### config.mk
export PLATFORM = sky130hd
export DESIGN_NAME = lcr_regs
export DESIGN_NICKNAME = d
export VERILOG_FILES = /design/src/common/lcr_pkg.sv /design/src/hdl/lcr_ctrl_clock.sv /design/src/hdl/lcr_regs.sv
export SDC_FILE = /design/constraint.sdc
export NUM_CORES = 1
export LEC_CHECK = 0
export ABC_CLOCK_PERIOD_IN_PS = 1900
export BUFFER_PORTS_ARGS = -buffer_cell sky130_fd_sc_hd__buf_4
export CAP_MARGIN = 20
export CORE_MARGIN = 2
export CORE_UTILIZATION = 45
export CTS_CLUSTER_DIAMETER = 100
export CTS_CLUSTER_SIZE = 30
export DETAILED_ROUTE_END_ITERATION = 16
export PLACE_DENSITY_LB_ADDON = 0.1
export SYNTH_ARGS = -nofsm -noshare
export SYNTH_HDL_FRONTEND = slang
export SYNTH_SLANG_ARGS = --single-unit
export TNS_END_PERCENT = 20
### constraint.sdc
create_clock -name clock -period 1.9 [get_ports clock]
set_input_delay 0.285 -clock clock [delete_from_list [all_inputs] [get_ports clock]]
set_output_delay 0.285 -clock clock [all_outputs]
set_load 0.005 [all_outputs]
### src/common/lcr_pkg.sv
// Constants and types of the LED channel configuration register slice
package lcr_pkg;

    // Register offsets
    localparam logic [7:0] ADDR_RED_DUTY = 8'h04;
    localparam logic [7:0] ADDR_BLUE_SINK_LEVEL = 8'h05;
    localparam logic [7:0] ADDR_GREEN_SINK_LEVEL = 8'h06;
    localparam logic [7:0] ADDR_RED_SINK_LEVEL = 8'h07;
    localparam logic [7:0] ADDR_CHIP_SETUP = 8'h08;
    localparam logic [7:0] ADDR_SEQ1_COUNTER = 8'h09;

    // Reset values
    localparam logic [7:0] RST_RED_DUTY = 8'h00;
    localparam logic [7:0] RST_SINK_LEVEL = 8'hAF;
    localparam logic [7:0] RST_CHIP_SETUP = 8'h00;
    localparam logic [3:0] RST_SEQ1_COUNTER = 4'h0;

    // Field positions in chip_setup and seq1_counter
    localparam int FAST_DUTY_POS = 6;
    localparam int POWER_SAVE_POS = 5;
    localparam int CLK_SRC_LSB = 0;
    localparam int CLK_SRC_MSB = 1;
    localparam logic [7:0] SETUP_USED_MASK = 8'h63;
    localparam int PC_WIDTH = 4;

    // Sink current step per code, in microamps
    localparam int CURRENT_STEP_UA = 100;

    // Timing
    localparam int SYS_CLOCK_HZ = 20_000_000;
    localparam int CTRL_CLOCK_HZ = 32_768;
    localparam int SLOW_DUTY_HZ = 256;
    localparam int FAST_DUTY_HZ = 558;
    localparam int DUTY_STEPS = 256;
    localparam int PC_WRITE_GAP_US = 153;
    localparam int CTRL_TICK_CYCLES = SYS_CLOCK_HZ / CTRL_CLOCK_HZ;
    localparam int EXT_LOSS_CYCLES = 2 * CTRL_TICK_CYCLES;
    localparam int SLOW_STEP_CYCLES = SYS_CLOCK_HZ / (SLOW_DUTY_HZ * DUTY_STEPS);
    localparam int FAST_STEP_CYCLES = SYS_CLOCK_HZ / (FAST_DUTY_HZ * DUTY_STEPS);

    localparam int CTRL_DIV_W = 10;
    localparam int LOSS_W = 11;
    localparam int DUTY_DIV_W = 9;
    localparam logic [CTRL_DIV_W-1:0] CTRL_TICK_LAST = CTRL_DIV_W'(CTRL_TICK_CYCLES - 1);
    localparam logic [LOSS_W-1:0] EXT_LOSS_LAST = LOSS_W'(EXT_LOSS_CYCLES - 1);
    localparam logic [DUTY_DIV_W-1:0] SLOW_STEP_LAST = DUTY_DIV_W'(SLOW_STEP_CYCLES - 1);
    localparam logic [DUTY_DIV_W-1:0] FAST_STEP_LAST = DUTY_DIV_W'(FAST_STEP_CYCLES - 1);

    typedef enum logic [1:0] {
        CLK_SRC_EXTERNAL = 2'b00,
        CLK_SRC_INTERNAL = 2'b01,
        CLK_SRC_AUTO = 2'b10,
        CLK_SRC_INTERNAL_ALT = 2'b11
    } lcr_clk_src_e;

    typedef enum logic [1:0] {
        RUN_HOLD = 2'b00,
        RUN_STEP = 2'b01,
        RUN_FREE = 2'b10,
        RUN_ONCE = 2'b11
    } lcr_run_ctrl_e;

    typedef enum logic [1:0] {
        SRC_DIRECT = 2'b00,
        SRC_SEQ1 = 2'b01,
        SRC_SEQ2 = 2'b10,
        SRC_SEQ3 = 2'b11
    } lcr_duty_src_e;

endpackage

### src/hdl/lcr_ctrl_clock.sv
// Controller clock tick: external slow clock pin or internal divider
`timescale 1ns/1ps
`default_nettype none
module lcr_ctrl_clock
    import lcr_pkg::*;
(
    input wire logic clock,
    input wire logic resetn,
    input wire logic external_slow_clock,
    input wire logic [1:0] clock_source_sel,
    output logic ctrl_tick,
    output logic ext_clock_used
);

    typedef struct packed {
        logic [2:0] sync;
        logic ext_level;
        logic ext_seen;
        logic [LOSS_W-1:0] loss_cnt;
        logic [CTRL_DIV_W-1:0] int_cnt;
        logic use_ext;
        logic tick;
    } lcr_clk_state_s;

    lcr_clk_state_s s;
    lcr_clk_state_s next_s;
    logic ext_rise;
    logic int_wrap;

    always_comb begin
        next_s = s;
        next_s.sync = {s.sync[1:0], external_slow_clock};
        ext_rise = 1'b0;
        // Only a level on which the second and third stages agree counts
        if (s.sync[1] == s.sync[2]) begin
            next_s.ext_level = s.sync[2];
            ext_rise = s.sync[2] & ~s.ext_level;
        end
        // Automatic selection drops the pin after two missing periods
        if (ext_rise) begin
            next_s.ext_seen = 1'b1;
            next_s.loss_cnt = '0;
        end else if (s.loss_cnt == EXT_LOSS_LAST) begin
            next_s.ext_seen = 1'b0;
        end else begin
            next_s.loss_cnt = s.loss_cnt + 1'b1;
        end
        int_wrap = (s.int_cnt == CTRL_TICK_LAST);
        next_s.int_cnt = int_wrap ? '0 : s.int_cnt + 1'b1;
        unique case (lcr_clk_src_e'(clock_source_sel))
            CLK_SRC_EXTERNAL: next_s.use_ext = 1'b1;
            CLK_SRC_AUTO: next_s.use_ext = s.ext_seen;
            CLK_SRC_INTERNAL, CLK_SRC_INTERNAL_ALT: next_s.use_ext = 1'b0;
        endcase
        next_s.tick = s.use_ext ? ext_rise : int_wrap;
    end

    always_ff @(posedge clock or negedge resetn) begin
        if (!resetn) begin
            s <= '0;
        end else begin
            s <= next_s;
        end
    end

    assign ctrl_tick = s.tick;
    assign ext_clock_used = s.use_ext;
endmodule
`default_nettype wire

### src/hdl/lcr_regs.sv
// LED channel duty, sink level, setup and sequencer 1 counter registers
`timescale 1ns/1ps
`default_nettype none
module lcr_regs
    import lcr_pkg::*;
(
    input wire logic clock,
    input wire logic resetn,
    input wire logic [7:0] reg_addr,
    input wire logic reg_write,
    input wire logic reg_read,
    input wire logic [7:0] reg_wdata,
    output logic [7:0] reg_rdata,
    output logic reg_rvalid,
    input wire logic external_slow_clock,
    input wire logic [1:0] seq1_run_control,
    input wire logic seq1_instr_busy,
    input wire logic seq1_pc_advance,
    input wire logic [1:0] red_source_select,
    input wire logic [7:0] seq1_duty,
    input wire logic [7:0] seq2_duty,
    input wire logic [7:0] seq3_duty,
    output logic [7:0] blue_sink_code,
    output logic [7:0] green_sink_code,
    output logic [7:0] red_sink_code,
    output logic red_pwm_out,
    output logic fast_duty_clock,
    output logic power_save_on,
    output logic power_save_idle,
    output logic ext_clock_used,
    output logic ctrl_tick,
    output logic [3:0] seq1_counter_value,
    output logic seq1_halted,
    output logic seq1_pc_pending
);

    typedef struct packed {
        logic [7:0] red_duty;
        logic [7:0] blue_sink_level;
        logic [7:0] green_sink_level;
        logic [7:0] red_sink_level;
        logic [7:0] chip_setup;
        logic [PC_WIDTH-1:0] seq1_counter;
        logic [PC_WIDTH-1:0] pc_shadow;
        logic pc_pending;
        logic [7:0] rdata;
        logic rvalid;
        logic [DUTY_DIV_W-1:0] duty_div;
        logic [7:0] duty_cnt;
        logic red_pwm;
        logic idle;
    } lcr_state_s;

    localparam lcr_state_s RESET_STATE = '{
        red_duty: RST_RED_DUTY,
        blue_sink_level: RST_SINK_LEVEL,
        green_sink_level: RST_SINK_LEVEL,
        red_sink_level: RST_SINK_LEVEL,
        chip_setup: RST_CHIP_SETUP,
        seq1_counter: RST_SEQ1_COUNTER,
        pc_shadow: RST_SEQ1_COUNTER,
        pc_pending: 1'b0,
        rdata: 8'h00,
        rvalid: 1'b0,
        duty_div: '0,
        duty_cnt: 8'h00,
        red_pwm: 1'b0,
        idle: 1'b0
    };

    lcr_state_s s;
    lcr_state_s next_s;
    logic halted;
    logic fast;
    logic step_last;
    logic [7:0] red_src_duty;

    lcr_ctrl_clock u_ctrl_clock (
        .clock(clock),
        .resetn(resetn),
        .external_slow_clock(external_slow_clock),
        .clock_source_sel(s.chip_setup[CLK_SRC_MSB:CLK_SRC_LSB]),
        .ctrl_tick(ctrl_tick),
        .ext_clock_used(ext_clock_used)
    );

    // Busy means the current instruction has not finished yet
    assign halted = (lcr_run_ctrl_e'(seq1_run_control) == RUN_HOLD) && !seq1_instr_busy;
    assign fast = s.chip_setup[FAST_DUTY_POS];

    always_comb begin
        next_s = s;
        next_s.rvalid = reg_read;
        next_s.rdata = 8'h00;

        // Register writes
        if (reg_write) begin
            unique case (reg_addr)
                ADDR_RED_DUTY: next_s.red_duty = reg_wdata;
                ADDR_BLUE_SINK_LEVEL: next_s.blue_sink_level = reg_wdata;
                ADDR_GREEN_SINK_LEVEL: next_s.green_sink_level = reg_wdata;
                ADDR_RED_SINK_LEVEL: next_s.red_sink_level = reg_wdata;
                ADDR_CHIP_SETUP: next_s.chip_setup = reg_wdata & SETUP_USED_MASK;
                default: begin
                end
            endcase
        end

        // Counter update lands on the controller tick; a write in the tick cycle is applied on the next tick
        if (ctrl_tick) begin
            if (s.pc_pending) begin
                next_s.seq1_counter = s.pc_shadow;
                next_s.pc_pending = 1'b0;
            end else if (seq1_pc_advance && !halted) begin
                next_s.seq1_counter = s.seq1_counter + 1'b1;
            end
        end
        // A second write before the tick replaces the first, hence the host spacing
        if (reg_write && reg_addr == ADDR_SEQ1_COUNTER && halted) begin
            next_s.pc_shadow = reg_wdata[PC_WIDTH-1:0];
            next_s.pc_pending = 1'b1;
        end

        // Register reads, unmapped offsets answer zero
        if (reg_read) begin
            unique case (reg_addr)
                ADDR_RED_DUTY: next_s.rdata = s.red_duty;
                ADDR_BLUE_SINK_LEVEL: next_s.rdata = s.blue_sink_level;
                ADDR_GREEN_SINK_LEVEL: next_s.rdata = s.green_sink_level;
                ADDR_RED_SINK_LEVEL: next_s.rdata = s.red_sink_level;
                ADDR_CHIP_SETUP: next_s.rdata = s.chip_setup & SETUP_USED_MASK;
                ADDR_SEQ1_COUNTER: next_s.rdata = halted ? {4'h0, s.seq1_counter} : 8'h00;
                default: next_s.rdata = 8'h00;
            endcase
        end

        // Duty clock divider: 256 steps per duty period
        step_last = (s.duty_div == (fast ? FAST_STEP_LAST : SLOW_STEP_LAST));
        if (step_last || s.duty_div > SLOW_STEP_LAST) begin
            next_s.duty_div = '0;
            next_s.duty_cnt = s.duty_cnt + 1'b1;
        end else begin
            next_s.duty_div = s.duty_div + 1'b1;
        end

        unique case (lcr_duty_src_e'(red_source_select))
            SRC_DIRECT: red_src_duty = s.red_duty;
            SRC_SEQ1: red_src_duty = seq1_duty;
            SRC_SEQ2: red_src_duty = seq2_duty;
            SRC_SEQ3: red_src_duty = seq3_duty;
        endcase
        next_s.red_pwm = (s.duty_cnt < red_src_duty);
        // Power save may only stop the clocks when nothing is lit
        next_s.idle = s.chip_setup[POWER_SAVE_POS] && (red_src_duty == 8'h00) && halted;
    end

    always_ff @(posedge clock or negedge resetn) begin
        if (!resetn) begin
            s <= RESET_STATE;
        end else begin
            s <= next_s;
        end
    end

    assign reg_rdata = s.rdata;
    assign reg_rvalid = s.rvalid;
    // Codes go straight to the sink DACs at 0.1 mA per step
    assign blue_sink_code = s.blue_sink_level;
    assign green_sink_code = s.green_sink_level;
    assign red_sink_code = s.red_sink_level;
    assign red_pwm_out = s.red_pwm;
    assign fast_duty_clock = s.chip_setup[FAST_DUTY_POS];
    assign power_save_on = s.chip_setup[POWER_SAVE_POS];
    assign power_save_idle = s.idle;
    assign seq1_counter_value = s.seq1_counter;
    assign seq1_halted = halted;
    assign seq1_pc_pending = s.pc_pending;

    // Checks
    logic past_first;
    always_ff @(posedge clock or negedge resetn) begin
        if (!resetn) begin
            past_first <= 1'b0;
        end else begin
            past_first <= 1'b1;
        end
    end

    // Cycles since the duty counter last moved, and which duty clock ran through that whole step
    logic [7:0] seen_duty_cnt;
    logic [DUTY_DIV_W-1:0] step_gap;
    logic fast_span;
    logic slow_span;
    always_ff @(posedge clock or negedge resetn) begin
        if (!resetn) begin
            seen_duty_cnt <= 8'h00;
            step_gap <= '0;
            fast_span <= 1'b0;
            slow_span <= 1'b0;
        end else begin
            seen_duty_cnt <= s.duty_cnt;
            if (s.duty_cnt != seen_duty_cnt) begin
                step_gap <= '0;
                fast_span <= fast_duty_clock;
                slow_span <= !fast_duty_clock;
            end else begin
                fast_span <= fast_span && fast_duty_clock;
                slow_span <= slow_span && !fast_duty_clock;
                if (step_gap != '1) begin
                    step_gap <= step_gap + 1'b1;
                end
            end
        end
    end
endmodule
`default_nettype wire

==> results_dict.tcl <==
set metrics [dict create \
    startpoint_type "flip-flop" \
    cts-root-buf "clkbuf_16" \
    power_uw 4788 \
    r2r_start "s[74]$_DFFE_PN0P_" \
    hold_end "u_ctrl_clock.next_s[26]$_DFF_PN0_" \
    synthAdderAreaFrac 0.03599 \
    path_cells "mux4_2, inv_1, ha_4, a21o_1, a21o_1, a211oi_2" \
    slew_headroom 0.5964 \
    synth_flop_cell "dfrtp_1" \
    numClockSinks 101 \
    synth_warnings 0 \
    critical-path-max-stage-delay_ns 0.48 \
    syn_nets 492 \
    crit_slowest_cell "mux4_2" \
    grt_pass1_vias 3472 \
    grt_max_degree 43 \
    period_minus_slack_ns 1.835 \
    r2r_end "red_pwm_out$_DFF_PN0_" \
    instances_no_fill 652 \
    synth_top_cell_area_share 0.4037 \
    status "completed" \
    min_from "external_slow_clock" \
    cp_max_fo 3 \
    synth_mux_area_frac 0.1680 \
    async_reset_ff_frac 1.000 \
    worstSetupEndpointType "flip-flop" \
    worst_path_most_repeated_cell "a21o_1" \
    cts_max_level 3 \
    arrival_ns 2.10 \
    via_count 3411 \
    placement.cell_area_sq_um 5862 \
    worstMarginPinSlew_ns 0.6031 \
    synthToLayoutAreaGrowth_pct 20.38 \
    min_path_type "input port to flip-flop" \
    hold_violations 0 \
    mostFrequentLayoutCells "buf_4, dfrtp_1, mux2_2" \
    numPortBuffers 95 \
    drv_cap 0 \
    die_y_um 110.9 \
    hold_ws_ns 0.04027 \
    yosys.area_share.simple 0.1333 \
    dpl.cell_count 634 \
    drc 0 \
    tritoncts "yes" \
    cts.clk_slew.worst_paths_ns 0.07 \
    grt.total_usage 0.1881 \
    synth_cell_types 46 \
    antenna_found_initial 0 \
    whs_path_depth 1 \
    drt_wl_total_um 11000 \
    wire_per_inst_um 16.87 \
    pwr_density_cell_nw_per_um2 773.0 \
    period_share 0.9656 \
    clk_path_buf_depth 2 \
    seq_area_frac_synth 0.4956 \
    synth-xor-area-share 0.04937 \
    cts_made_buffers 9 \
    syn_inst 427 \
    ir_drop_uv 585.4 \
    fmax_mhz 545.1 \
    synth-compound-area-share 0.04086 \
    dieWidth_um 110.9 \
    startpoint "s[74]$_DFFE_PN0P_" \
    synth_edf_count 0 \
    routabilityCongestion 0.8279 \
    synth_top_cell_by_area "dfrtp_1" \
    syn_area_sq_um 5145 \
    path_class "flip-flop to flip-flop" \
    rows 39 \
    clk_latency_ns 0.35 \
    drt_pass1_iterations 4 \
    hpwl_um 8401 \
    fin_nets 569 \
    dieArea_sq_um 12300 \
    skew_ns 0.01230 \
    static-leakage-power_uw 0.002913 \
    synth.area.top_cells "dfrtp_1, mux2_2, dfstp_2" \
    setup_viol 0 \
    setup_tns_ns 0 \
    synth-seq-cells 101 \
    reg2reg_setup_slack_ns 0.07 \
    grt_first_pass_wirelength_um 18150 \
    ant_nets 0 \
    synth_top_family_by_area "multiplexers" \
    core_sq_um 11270 \
    grt-ovfl-total 0 \
    drive_gt1_frac 0.4263 \
    reg2reg_depth 6 \
    ios 96 \
    insertedDiodeCount 0 \
    initial_utilization 0.4564 \
    syn_area_per_cell_sq_um 12.05 \
    final_area_sq_um 6193 \
    nFillCells 969 \
    layout_commonest_cell "buf_4" \
    drtIter0Drc 239 \
    slew_violations 0 \
    vias_per_cell 5.232 \
    required_ns 2.16 \
]
## worst max-delay path by stage
stage / endpoint / slack, ns / cells past startpoint
after floorplan: red_pwm_out$_DFF_PN0_ / 0.04 / 7
after CTS: red_pwm_out$_DFF_PN0_ / 0.01 / 6
after global placement: red_pwm_out$_DFF_PN0_ / 0.002 / 7
after global routing: red_pwm_out$_DFF_PN0_ / -0.006 / 6
after detailed placement: red_pwm_out$_DFF_PN0_ / -0.06 / 7
final: red_pwm_out$_DFF_PN0_ / 0.07 / 6
## cell families (layout without fill, tap and decap cells)
kind of cell / after synthesis / after routing
xor+xnor: 29 / 29
simple gates: 121 / 121
flops: 101 / 101
fa+ha+maj: 15 / 15
compound gates: 34 / 34
buf+inv: 66 / 148
mux: 61 / 61
## cells in the mapped netlist (all sizes together), types with 12 or more instances
master / n
o21ai: 12
mux2: 43
nor2: 37
nand3: 21
xor2: 13
inv: 18
dfstp: 18
nand2: 15
buf: 43
nand4: 13
dfrtp: 83
mux4: 16
xnor2: 16
ha: 14
## where the power goes
group / internal [uW] / total, uW / switching, uW / leakage [uW]
combinational: 332 / 598 / 266 / 0.00150
clock: 939 / 1760 / 819 / 0.000137
sequential: 2290 / 2430 / 146 / 0.00128
## layer usage
layer  track usage  share of wire  vias to the layer above
met5             0              0                        -
met4       0.05167          0.015                        0
met3       0.05030          0.037                       11
met2        0.3035           0.49                       62
met1        0.2527           0.46                     1710
li1              -              -                     1628
## final cells by class
class / instances / area (sq um) / area share
Tap cell: 143 / 178.9 / 0.02889
Inverter: 18 / 67.56 / 0.01091
Timing Repair Buffer: 114 / 883.3 / 0.1426
Clock buffer: 11 / 242.7 / 0.03919
Clock inverter: 5 / 42.54 / 0.006869
Multi-Input combinational cell: 260 / 2228 / 0.3598
Sequential cell: 101 / 2550 / 0.4117
## per-stage QoR
stage,setup WS (ns),util
floorplan,0.03765,-
global placement,0.002176,0.5200
detailed placement,-0.05578,0.5200
CTS,0.01191,0.5469
global route,-0.006236,0.5495
finish,0.06536,0.5495
## critical path, delay by kind of cell, from the launching register on
kind            cells  cell delay, ns
mux                 1            0.48
flops               1            0.41
buf+inv             1            0.12
fa+ha+maj           1            0.21
compound gates      3            0.54
## flip-flops by register name, indices dropped and copies added, names as in the netlist
register                     flops
blue_sink_code                   8
fast_duty_clock                  1
green_sink_code                  8
power_save_idle                  1
power_save_on                    1
red_pwm_out                      1
red_sink_code                    8
reg_rdata                        8
reg_rvalid                       1
s                               31
seq1_counter_value               4
seq1_pc_pending                  1
u_ctrl_clock.ctrl_tick           1
u_ctrl_clock.ext_clock_used      1
u_ctrl_clock.next_s              2
u_ctrl_clock.s                  24
## repair_timing
action / 4_1_cts / 5_1_grt
hold endpoints to repair: 26 / 0
pin swaps: 0 / 2
hold buffers: 1 / 0
gates resized for setup: 0 / 4
endpoints found under the setup margin: 1 / 1
buffers inserted: 1 / 0
No activity file was read; power rests on OpenSTA's default activity.
